==> src/include/wrs_pkg.sv <==
/*
  constants and state types shared by the watchdog and reset supervisor.
  assumes a 10 MHz system clock and a 1 us internal time base.
*/
package wrs_pkg;

  // system clock
  localparam int unsigned CLK_PERIOD_NS   = 100;          // 10 MHz
  // time base: one tick per microsecond
  localparam int unsigned TICK_NS         = 1000;
  localparam int unsigned TICK_CYCLES     = (TICK_NS + CLK_PERIOD_NS - 1) / CLK_PERIOD_NS;

  // durations in microsecond ticks
  localparam int unsigned STARTUP_S       = 54;           // first-kick grace
  localparam int unsigned STARTUP_US      = STARTUP_S * 1000000;
  localparam int unsigned WDT_MS          = 1000;         // plain default timeout
  localparam int unsigned WDT_US          = WDT_MS * 1000;
  localparam int unsigned RST_INT_MS      = 140;          // internal reset timeout
  localparam int unsigned RST_INT_US      = RST_INT_MS * 1000;

  // capacitor timeout: 2.06 Mohm times capacitance, 2.06 Mohm * 1 nF = 2060 us
  localparam int unsigned SRT_MOHM_X100   = 206;          // 2.06 scaled by 100
  localparam int unsigned SRT_US_PER_NF   = SRT_MOHM_X100 * 1000 / 100;

  // widths
  localparam int unsigned CNT_W           = 32;           // tick counters
  localparam int unsigned CAP_W           = 16;           // capacitance in nF
  localparam int unsigned SYNC_W          = 9;            // synchronised pins

  // bit positions inside the synchronised pin vector
  localparam int unsigned PIN_KICK        = 0;
  localparam int unsigned PIN_OPEN        = 1;
  localparam int unsigned PIN_MR_N        = 2;
  localparam int unsigned PIN_MARGIN_N    = 3;
  localparam int unsigned PIN_SRT_VCC     = 4;
  localparam int unsigned PIN_RAIL5       = 5;             // rails 5..8 at 5..8

  // supervisor reset output states
  typedef enum logic [1:0] {
    WRS_RST_HOLD    = 2'b00,                              // cause present
    WRS_RST_TIMEOUT = 2'b01,                              // stretching
    WRS_RST_RUN     = 2'b10                               // released
  } wrs_rst_state_type;

  // watchdog states
  typedef enum logic [1:0] {
    WRS_WD_OFF      = 2'b00,                              // input left open
    WRS_WD_STARTUP  = 2'b01,                              // waiting first kick
    WRS_WD_RUN      = 2'b10                               // normal timeout
  } wrs_wd_state_type;

endpackage : wrs_pkg

==> src/rtl/wrs_sync2.sv <==
/*
  two flip-flop synchroniser for a vector of independent pin levels.
  assumes each bit is a slow level; no bus coherency across bits.
*/
`timescale 1ns/1ps
module wrs_sync2 #(
  parameter int unsigned W     = 1,
  parameter logic [W-1:0] INIT = '0
) (
  // clock and reset
  input  wire logic         clk,
  input  wire logic         rstn,
  // levels
  input  wire logic [W-1:0] async_in,
  output logic      [W-1:0] sync_out
);

  logic [W-1:0] meta_reg;   // first stage, read only by second stage

  // two stages, synchronous reset to the idle level
  always_ff @(posedge clk) begin
    if (!rstn) begin
      meta_reg <= INIT;
      sync_out <= INIT;
    end else begin
      meta_reg <= async_in;
      sync_out <= meta_reg;
    end
  end

endmodule : wrs_sync2

==> src/rtl/wrs_tick_div.sv <==
/*
  clock divider giving a one-cycle enable pulse every CYCLES clocks.
  assumes CYCLES is at least one.
*/
`timescale 1ns/1ps
module wrs_tick_div #(
  parameter int unsigned CYCLES = 10
) (
  // clock and reset
  input  wire logic clk,
  input  wire logic rstn,
  // enable pulse
  output logic      tick
);

  localparam int unsigned DW = (CYCLES > 1) ? $clog2(CYCLES) : 1;
  localparam logic [DW-1:0] LAST = DW'(CYCLES - 1);

  logic [DW-1:0] div_reg;   // cycle count inside one period

  // free-running count, pulse on the last cycle
  always_ff @(posedge clk) begin
    if (!rstn) begin
      div_reg <= '0;
      tick    <= 1'b0;
    end else begin
      tick    <= (div_reg == LAST);
      div_reg <= (div_reg == LAST) ? '0 : div_reg + 1'b1;
    end
  end

endmodule : wrs_tick_div

==> src/rtl/wrs_supervisor.sv <==
/*
  watchdog and reset supervisor: kick-edge watchdog with startup grace and
  open-pin disable, manual reset with timeout stretch, per-rail fault
  outputs for rails five to eight, margin disable of all outputs.
  assumes rail comparator results arrive as digital levels (1 = above
  threshold) and that open-drain pad wiring is done outside.
*/
`timescale 1ns/1ps
// Behaviour
// steady kick past timeout asserts reset, clears
// any kick edge clears watchdog timer
// asserted reset output clears watchdog timer
// startup grace before first kick after reset
// open kick pin disables watchdog entirely
// rail fault low while rail below threshold
// manual reset low holds reset asserted
// reset held one timeout after manual release
// capacitor timeout scales with programmed capacitance
// supply-tied timeout pin selects internal timeout
// any low rail asserts reset, then stretched
// margin low releases every output
// long durations counted from divided tick
// pin inputs synchronised before any use
module wrs_supervisor
  import wrs_pkg::*;
#(
  parameter int unsigned STARTUP_TICKS = STARTUP_US,   // startup grace, us
  parameter int unsigned WDT_TICKS     = WDT_US,       // watchdog timeout, us
  parameter int unsigned RST_INT_TICKS = RST_INT_US    // internal reset timeout, us
) (
  // clock and reset
  input  wire logic             clk,
  input  wire logic             rstn,
  // watchdog pins
  input  wire logic             watchdog_kick_in,
  input  wire logic             kick_open,
  // manual reset and margin
  input  wire logic             manual_reset_n,
  input  wire logic             margin_n,
  // reset timeout selection
  input  wire logic             timeout_set_pin,
  input  wire logic [CAP_W-1:0] srt_cap_nf,
  // rail comparator levels
  input  wire logic             rail5_sense,
  input  wire logic             rail6_sense,
  input  wire logic             rail7_sense,
  input  wire logic             rail8_sense,
  // reset open-drain pin
  input  wire logic             reset_pin_in,
  output logic                  reset_n_out,
  output logic                  reset_oe,
  // rail fault open-drain outputs
  output logic                  rail5_fault_n,
  output logic                  rail5_fault_oe,
  output logic                  rail6_fault_n,
  output logic                  rail6_fault_oe,
  output logic                  rail7_fault_n,
  output logic                  rail7_fault_oe,
  output logic                  rail8_fault_n,
  output logic                  rail8_fault_oe
);

  // sized copies of the duration parameters
  localparam logic [CNT_W-1:0] STARTUP_LIM = CNT_W'(STARTUP_TICKS);
  localparam logic [CNT_W-1:0] WDT_LIM     = CNT_W'(WDT_TICKS);
  localparam logic [CNT_W-1:0] RST_INT_LIM = CNT_W'(RST_INT_TICKS);
  localparam logic [CNT_W-1:0] SRT_SCALE   = CNT_W'(SRT_US_PER_NF);

  // idle levels of the pins while in reset: kick and open low, others high
  localparam logic [SYNC_W-1:0] SYNC_INIT  = 9'h1fc;

  // synchronised pin levels
  logic [SYNC_W-1:0] pin_raw;          // pins as they arrive
  logic [SYNC_W-1:0] pin_s;            // after two flops
  logic              kick_s;           // kick level
  logic              open_s;           // open-state detector
  logic              mr_n_s;           // manual reset, low active
  logic              margin_n_s;       // margin disable, low active
  logic              srt_vcc_s;        // timeout pin tied to supply
  logic [3:0]        rail_ok_s;        // rails 5..8 above threshold
  logic              rpin_s;           // reset wire level read back

  // time base
  logic              tick;             // one pulse per microsecond

  // watchdog
  wrs_wd_state_type  wd_state_reg;     // watchdog state
  wrs_wd_state_type  wd_state_next;
  logic [CNT_W-1:0]  wd_cnt_reg;       // elapsed ticks since last clear
  logic              kick_prev_reg;    // kick level one cycle ago
  logic              kick_edge;        // rising or falling edge
  logic              wd_clear;         // any cause to clear the timer
  logic [CNT_W-1:0]  wd_limit;         // active timeout
  logic              wd_fire;          // timeout reached this tick

  // reset generator
  wrs_rst_state_type rst_state_reg;    // reset output state
  wrs_rst_state_type rst_state_next;
  logic [CNT_W-1:0]  rst_cnt_reg;      // ticks spent stretching
  logic [CNT_W-1:0]  rst_limit;        // selected reset timeout
  logic              rst_cause;        // level cause for reset
  logic              rst_active;       // internal reset asserted

  // output register copies
  logic              reset_n_reg;      // registered reset level
  logic [3:0]        fault_n_reg;      // registered fault levels

  // gather the outside levels into one vector
  assign pin_raw = {rail8_sense, rail7_sense, rail6_sense, rail5_sense,
                    timeout_set_pin, margin_n, manual_reset_n,
                    kick_open, watchdog_kick_in};

  // every pin passes two flops before logic reads it
  wrs_sync2 #(
    .W    (SYNC_W),
    .INIT (SYNC_INIT)
  ) u_pin_sync (
    .clk      (clk),
    .rstn     (rstn),
    .async_in (pin_raw),
    .sync_out (pin_s)
  );

  // reset wire read back, idle high
  wrs_sync2 #(
    .W    (1),
    .INIT (1'b1)
  ) u_rpin_sync (
    .clk      (clk),
    .rstn     (rstn),
    .async_in (reset_pin_in),
    .sync_out (rpin_s)
  );

  // name the synchronised bits
  assign kick_s     = pin_s[PIN_KICK];
  assign open_s     = pin_s[PIN_OPEN];
  assign mr_n_s     = pin_s[PIN_MR_N];
  assign margin_n_s = pin_s[PIN_MARGIN_N];
  assign srt_vcc_s  = pin_s[PIN_SRT_VCC];
  assign rail_ok_s  = pin_s[PIN_RAIL5 +: 4];

  // microsecond enable for all long counts
  wrs_tick_div #(
    .CYCLES (TICK_CYCLES)
  ) u_tick (
    .clk  (clk),
    .rstn (rstn),
    .tick (tick)
  );

  // kick edge detector on the synchronised level
  always_ff @(posedge clk) begin
    if (!rstn) begin
      kick_prev_reg <= 1'b0;
    end else begin
      kick_prev_reg <= kick_s;
    end
  end

  // either direction counts as a kick
  assign kick_edge = kick_s ^ kick_prev_reg;

  // timer clears on an edge or while reset is low from any source
  assign wd_clear = kick_edge
                  | rst_active | ~rpin_s;

  // grace period before the first kick, normal timeout afterwards
  always_comb begin
    if (wd_state_reg == WRS_WD_STARTUP) begin
      wd_limit = STARTUP_LIM;
    end else begin
      wd_limit = WDT_LIM;
    end
  end

  // expiry of a steady kick level
  assign wd_fire = (wd_state_reg != WRS_WD_OFF) && !wd_clear &&
                   tick && (wd_cnt_reg >= wd_limit - 1'b1);

  // watchdog state transitions
  always_comb begin
    wd_state_next = wd_state_reg;
    case (wd_state_reg)
      WRS_WD_OFF: begin
        // pin connected again: start with the grace period
        if (!open_s) begin
          wd_state_next = WRS_WD_STARTUP;
        end
      end
      WRS_WD_STARTUP: begin
        // first kick ends the grace period
        if (open_s) begin
          wd_state_next = WRS_WD_OFF;
        end else if (kick_edge && !rst_active) begin
          wd_state_next = WRS_WD_RUN;
        end
      end
      WRS_WD_RUN: begin
        // a reset restarts the grace period
        if (open_s) begin
          wd_state_next = WRS_WD_OFF;
        end else if (rst_active || wd_fire) begin
          wd_state_next = WRS_WD_STARTUP;
        end
      end
      default: begin
        wd_state_next = WRS_WD_OFF;
      end
    endcase
  end

  // watchdog state register
  always_ff @(posedge clk) begin
    if (!rstn) begin
      wd_state_reg <= WRS_WD_STARTUP;
    end else begin
      wd_state_reg <= wd_state_next;
    end
  end

  // watchdog tick counter
  always_ff @(posedge clk) begin
    if (!rstn) begin
      wd_cnt_reg <= '0;
    end else if (wd_state_reg == WRS_WD_OFF || open_s) begin
      wd_cnt_reg <= '0;
    end else if (wd_clear || wd_fire) begin
      wd_cnt_reg <= '0;
    end else if (tick) begin
      wd_cnt_reg <= wd_cnt_reg + 1'b1;
    end
  end

  // any rail low or manual reset low is a level cause
  assign rst_cause = ~mr_n_s
                   | ~(&rail_ok_s);

  // timeout choice: internal when tied to supply, else capacitor
  always_comb begin
    if (srt_vcc_s) begin
      rst_limit = RST_INT_LIM;
    end else begin
      rst_limit = CNT_W'(srt_cap_nf) * SRT_SCALE;
    end
  end

  // reset output state transitions
  always_comb begin
    rst_state_next = rst_state_reg;
    case (rst_state_reg)
      WRS_RST_HOLD: begin
        // hold while a cause stands, then stretch
        if (!rst_cause) begin
          rst_state_next = WRS_RST_TIMEOUT;
        end
      end
      WRS_RST_TIMEOUT: begin
        // a new cause restarts the stretch; done after full timeout
        if (rst_cause) begin
          rst_state_next = WRS_RST_HOLD;
        end else if (tick && (rst_cnt_reg >= rst_limit - 1'b1)) begin
          rst_state_next = WRS_RST_RUN;
        end else if (rst_limit == '0) begin
          rst_state_next = WRS_RST_RUN;                            // zero capacitance
        end
      end
      WRS_RST_RUN: begin
        // level cause first, watchdog expiry gives one timeout
        if (rst_cause) begin
          rst_state_next = WRS_RST_HOLD;
        end else if (wd_fire) begin
          rst_state_next = WRS_RST_TIMEOUT;
        end
      end
      default: begin
        rst_state_next = WRS_RST_HOLD;
      end
    endcase
  end

  // reset state register, power-up starts asserted
  always_ff @(posedge clk) begin
    if (!rstn) begin
      rst_state_reg <= WRS_RST_HOLD;
    end else begin
      rst_state_reg <= rst_state_next;
    end
  end

  // stretch counter runs only while stretching
  always_ff @(posedge clk) begin
    if (!rstn) begin
      rst_cnt_reg <= '0;
    end else if (rst_state_reg != WRS_RST_TIMEOUT || rst_cause) begin
      rst_cnt_reg <= '0;
    end else if (tick) begin
      rst_cnt_reg <= rst_cnt_reg + 1'b1;
    end
  end

  // internal reset is asserted in every state but run
  assign rst_active = (rst_state_reg != WRS_RST_RUN);

  // registered output levels, margin low releases everything
  always_ff @(posedge clk) begin
    if (!rstn) begin
      reset_n_reg <= 1'b0;
      fault_n_reg <= 4'h0;
    end else if (!margin_n_s) begin
      reset_n_reg <= 1'b1;
      fault_n_reg <= 4'hf;
    end else begin
      reset_n_reg <= ~rst_active;
      fault_n_reg <= rail_ok_s;
    end
  end

  // open-drain drive: enable pulls low, else released
  assign reset_n_out    = reset_n_reg;
  assign reset_oe       = ~reset_n_reg;
  assign rail5_fault_n  = fault_n_reg[0];
  assign rail5_fault_oe = ~fault_n_reg[0];
  assign rail6_fault_n  = fault_n_reg[1];
  assign rail6_fault_oe = ~fault_n_reg[1];
  assign rail7_fault_n  = fault_n_reg[2];
  assign rail7_fault_oe = ~fault_n_reg[2];
  assign rail8_fault_n  = fault_n_reg[3];
  assign rail8_fault_oe = ~fault_n_reg[3];

endmodule : wrs_supervisor

==> config.mk <==
export PLATFORM = sky130hd
export DESIGN_NAME = wrs_supervisor
export DESIGN_NICKNAME = d
export VERILOG_FILES = /design/src/include/wrs_pkg.sv /design/src/rtl/wrs_sync2.sv /design/src/rtl/wrs_tick_div.sv /design/src/rtl/wrs_supervisor.sv
export SDC_FILE = /design/constraint.sdc
export NUM_CORES = 1
export LEC_CHECK = 0
export BUFFER_PORTS_ARGS = -buffer_cell sky130_fd_sc_hd__buf_2
export CAP_MARGIN = 20
export CORE_ASPECT_RATIO = 0.9
export CORE_UTILIZATION = 60
export CTS_CLUSTER_SIZE = 12
export DETAILED_ROUTE_END_ITERATION = 10
export GPL_ROUTABILITY_DRIVEN = 1
export PLACE_DENSITY = 0.83
export SYNTH_ARGS = -nofsm -noshare
export SYNTH_HDL_FRONTEND = slang
export SYNTH_SLANG_ARGS = --single-unit
==> constraint.sdc <==
create_clock -name clk -period 8.3 [get_ports clk]
set_input_delay 1.66 -clock clk [delete_from_list [all_inputs] [get_ports clk]]
set_output_delay 1.66 -clock clk [all_outputs]
set_load 0.005 [all_outputs]
==> run metrics <==
Synth area leaders=dfxtp_1, ha_1, nor2_1, xor2_1, xnor2_1; TritonCTS clock tree=done; Worst EP required=8.55 ns; ANT nets after route=0; asr flop ratio synth=0%; I/O pin cnt=38; Initial Util=61.9%; reg2reg setup slack=4.08 ns; CP endpoint=rst_state_reg[0]; R2R Path Start=u_pin_sync.sync_out[4]; vias after detailed routing=6,553; Avg Inst Size Synth=8.22 sq um; Max-Cap Viols=0; Die Area=13,000 sq um; drc violations=0; Synth Instances=913; Hold Path Class=flop to flop; Slew @ Worst Pin=0.958 ns; gr ovfl total=0; Root Driver=clkbuf_16; gr usage total=26.8%; initial antenna violation count=0; CP Launch Type=input port; cts repair resizes=0; critical path class=input port to flop; DRT Pass-1 Iters=5; EDFF count, synth=0; shortest period the worst path allows=7.19 ns; pin count of the biggest net entering global routing=35; final setup violation count=0; vias in the first global route=6,179; Hold Vio Cnt, Final=0; max_slew headroom=35.6%; clk_lat worst skew=0.36 ns; Slew Viols, Final=0; Leak Pwr=0.00332 uW; first-pass GRT wire length=28,300 um; RSZ-0062 raised after global routing=no; post-synthesis sequential area ratio=26.4%; H-tree depth=3; final setup TNS=0 ns; dominant cell type by area after synthesis=dfxtp_1; Die Y=108 um; worst reg2reg path depth=14; setup ws final=1.11 ns; number of synthesized register bits=99; synth warn=0; maximum operating frequency=0.139 GHz; RR Endpoint=rst_state_reg[0]; share of layout cells above drive strength 1=8.54%; status=complete, no violations; TritonCTS buffer count=9; Yosys top cell area share=26.4%; Synth Cell Area=7500 sq um; Max FO, Critical Path=12; pre-CTS WS=0.912 ns; antenna cells=0; fin crit share=86.6%; clock skew=0.0114 ns; PD cells=155 nW/um^2; CORE AREA=12,100 sq um; Synthesized Nets=1,041; crit end category=flop; number of I/O port buffers=37; Clock Sinks=99; arrival time at the worst endpoint=7.44 ns; Area Growth Syn to Fin=7.51%; post-DP HPWL=12,600 um; Total Routed Length=16,600 um; hold-fix buffer count after cts=0; top_reg_cell synth=dfxtp_1; Setup Fix Bufs, Post-CTS=0; GP Congestion=1.06; Via density=5.97; Avg WL per Cell=15.2 um; Synth cell types=75; Layout Nets=1,061; # rows=38; Peak VDD IR=0.000114 V; First DRT Iteration DRCs=539; Horiz. Die Dim=120 um; Clock Path Buffers=2; Clk pin slew, worst setup/hold paths=0.07 ns; Worst Setup SP=srt_cap_nf[11]
-- Yosys cell counts (7+ instances only) --
master    count
o21ai_0      35
dfxtp_1      99
nor2_1      116
nor3_1       12
inv_1        40
o21a_1        8
ha_1         94
or3_1        16
a21oi_1      43
a21o_1       12
and2_1        8
buf_2         9
xor2_1       49
nand4_1      31
nand2b_1     20
clkbuf_1     19
and3_1       26
nor2b_1      13
xnor2_1      35
nand3_1      36
and4_1        7
nand2_1      75
-- how the worst min path moves through the flow --
stage                      startpoint                endpoint  cells past startpoint
3_5_place_dp   u_pin_sync.meta_reg[5]  u_pin_sync.sync_out[5]                      1
3_3_place_gp   u_pin_sync.meta_reg[6]  u_pin_sync.sync_out[6]                      1
4_1_cts        u_pin_sync.meta_reg[5]  u_pin_sync.sync_out[5]                      1
2_1_floorplan  u_pin_sync.meta_reg[2]  u_pin_sync.sync_out[2]                      1
5_1_grt        u_pin_sync.meta_reg[5]  u_pin_sync.sync_out[5]                      1
6_report       u_pin_sync.meta_reg[5]  u_pin_sync.sync_out[5]                      1
-- through the flow --
step / power (uW) / std cells / cell area [sq um] / utilization, % / hold slack [ns]
after global routing: 1310 / 1097 / 8070 / 66.5 / 0.431
after floorplan: 763 / 913 / 7500 / - / 0.386
after global placement: 830 / 1082 / 7770 / 64.1 / 0.389
final: 1250 / 1097 / 8070 / 66.5 / 0.415
after CTS: 1250 / 1097 / 8070 / 66.5 / 0.419
after detailed placement: 832 / 1082 / 7770 / 64.1 / 0.397
-- area by class of cell --
| cell class | count | area [sq um] |
|---|---|---|
| clock buffer | 10 | 229 |
| clock inverter | 5 | 61.3 |
| fill | 1005 | 4060 |
| inverter | 40 | 150 |
| multi-input combinational | 742 | 5230 |
| sequential | 99 | 1980 |
| tap | 160 | 200 |
| timing repair buffer | 41 | 215 |
-- per-layer routing --
layer / wire length (um) / track usage [%] / up-vias
met3: 1080 / 6.17 / 27
met2: 7450 / 43.4 / 207
met1: 7850 / 35.8 / 3044
met4: 263 / 7.23 / 0
li1: - / - / 3275
met5: 0 / 0 / -
-- where the power goes --
| group | total, uW | leakage (uW) | switching (uW) | internal, uW |
|---|---|---|---|---|
| Combinational | 345 | 0.00237 | 216 | 130 |
| Sequential | 487 | 0.000805 | 4.44 | 483 |
| Clock | 417 | 0.000143 | 183 | 234 |
| Total | 1250 | 0.00332 | 403 | 847 |
-- placed cells by master, fill, tap and decap left out, drive strengths merged, types with 3 or more instances in the layout --
master and instances:
nand4 31, mux2i 6, a21o 12, nor4b 4, a2111oi 6, o211ai 5, xor2 50, and2 8
nor2 116, or3 16, a21boi 6, xnor2 35, clkbuf 10, a32oi 3, and3 26, a21oi 43
a211oi 6, ha 94, dfxtp 99, buf 41, fa 6, inv 42, a31oi 5, nand2b 20
mux2 6, nor3 12, nor2b 13, nor4 5, nand3 37, o21ai 40, nor3b 4, and4 7
o21a 8, nand2 76
-- logic make-up (layout without fill, tap and decap cells) --
group                      after synthesis  after routing  share of synthesized area (%)
and+or+nand+nor                        386            386                           26.2
AOI/OAI and AO/OA                      159            159                           14.5
adders and majority gates              100            100                           17.3
DFF                                     99             99                           26.4
xor gates and xnor gates                85             85                           10.0
buffers and inverters                   72             96                           3.90
muxes                                   12             12                           1.75
-- critical path, cell delays in order --
cell	delay [ns]
buf_2	0.24
ha_1	0.28
ha_1	0.27
inv_1	0.05
fa_1	0.50
inv_1	0.05
ha_1	0.42
and2_1	0.21
o2111a_1	0.18
o21ai_0	0.17
a21oi_1	0.35
mux2_2	0.39
nor4_2	0.72
o211ai_1	0.25
xor2_1	0.21
ha_1	0.31
nand2_1	0.08
nor3_1	0.36
o211ai_1	0.19
o211ai_1	0.28
nor3_1	0.07
a22o_1	0.19
(Power assumes the default switching activity.)
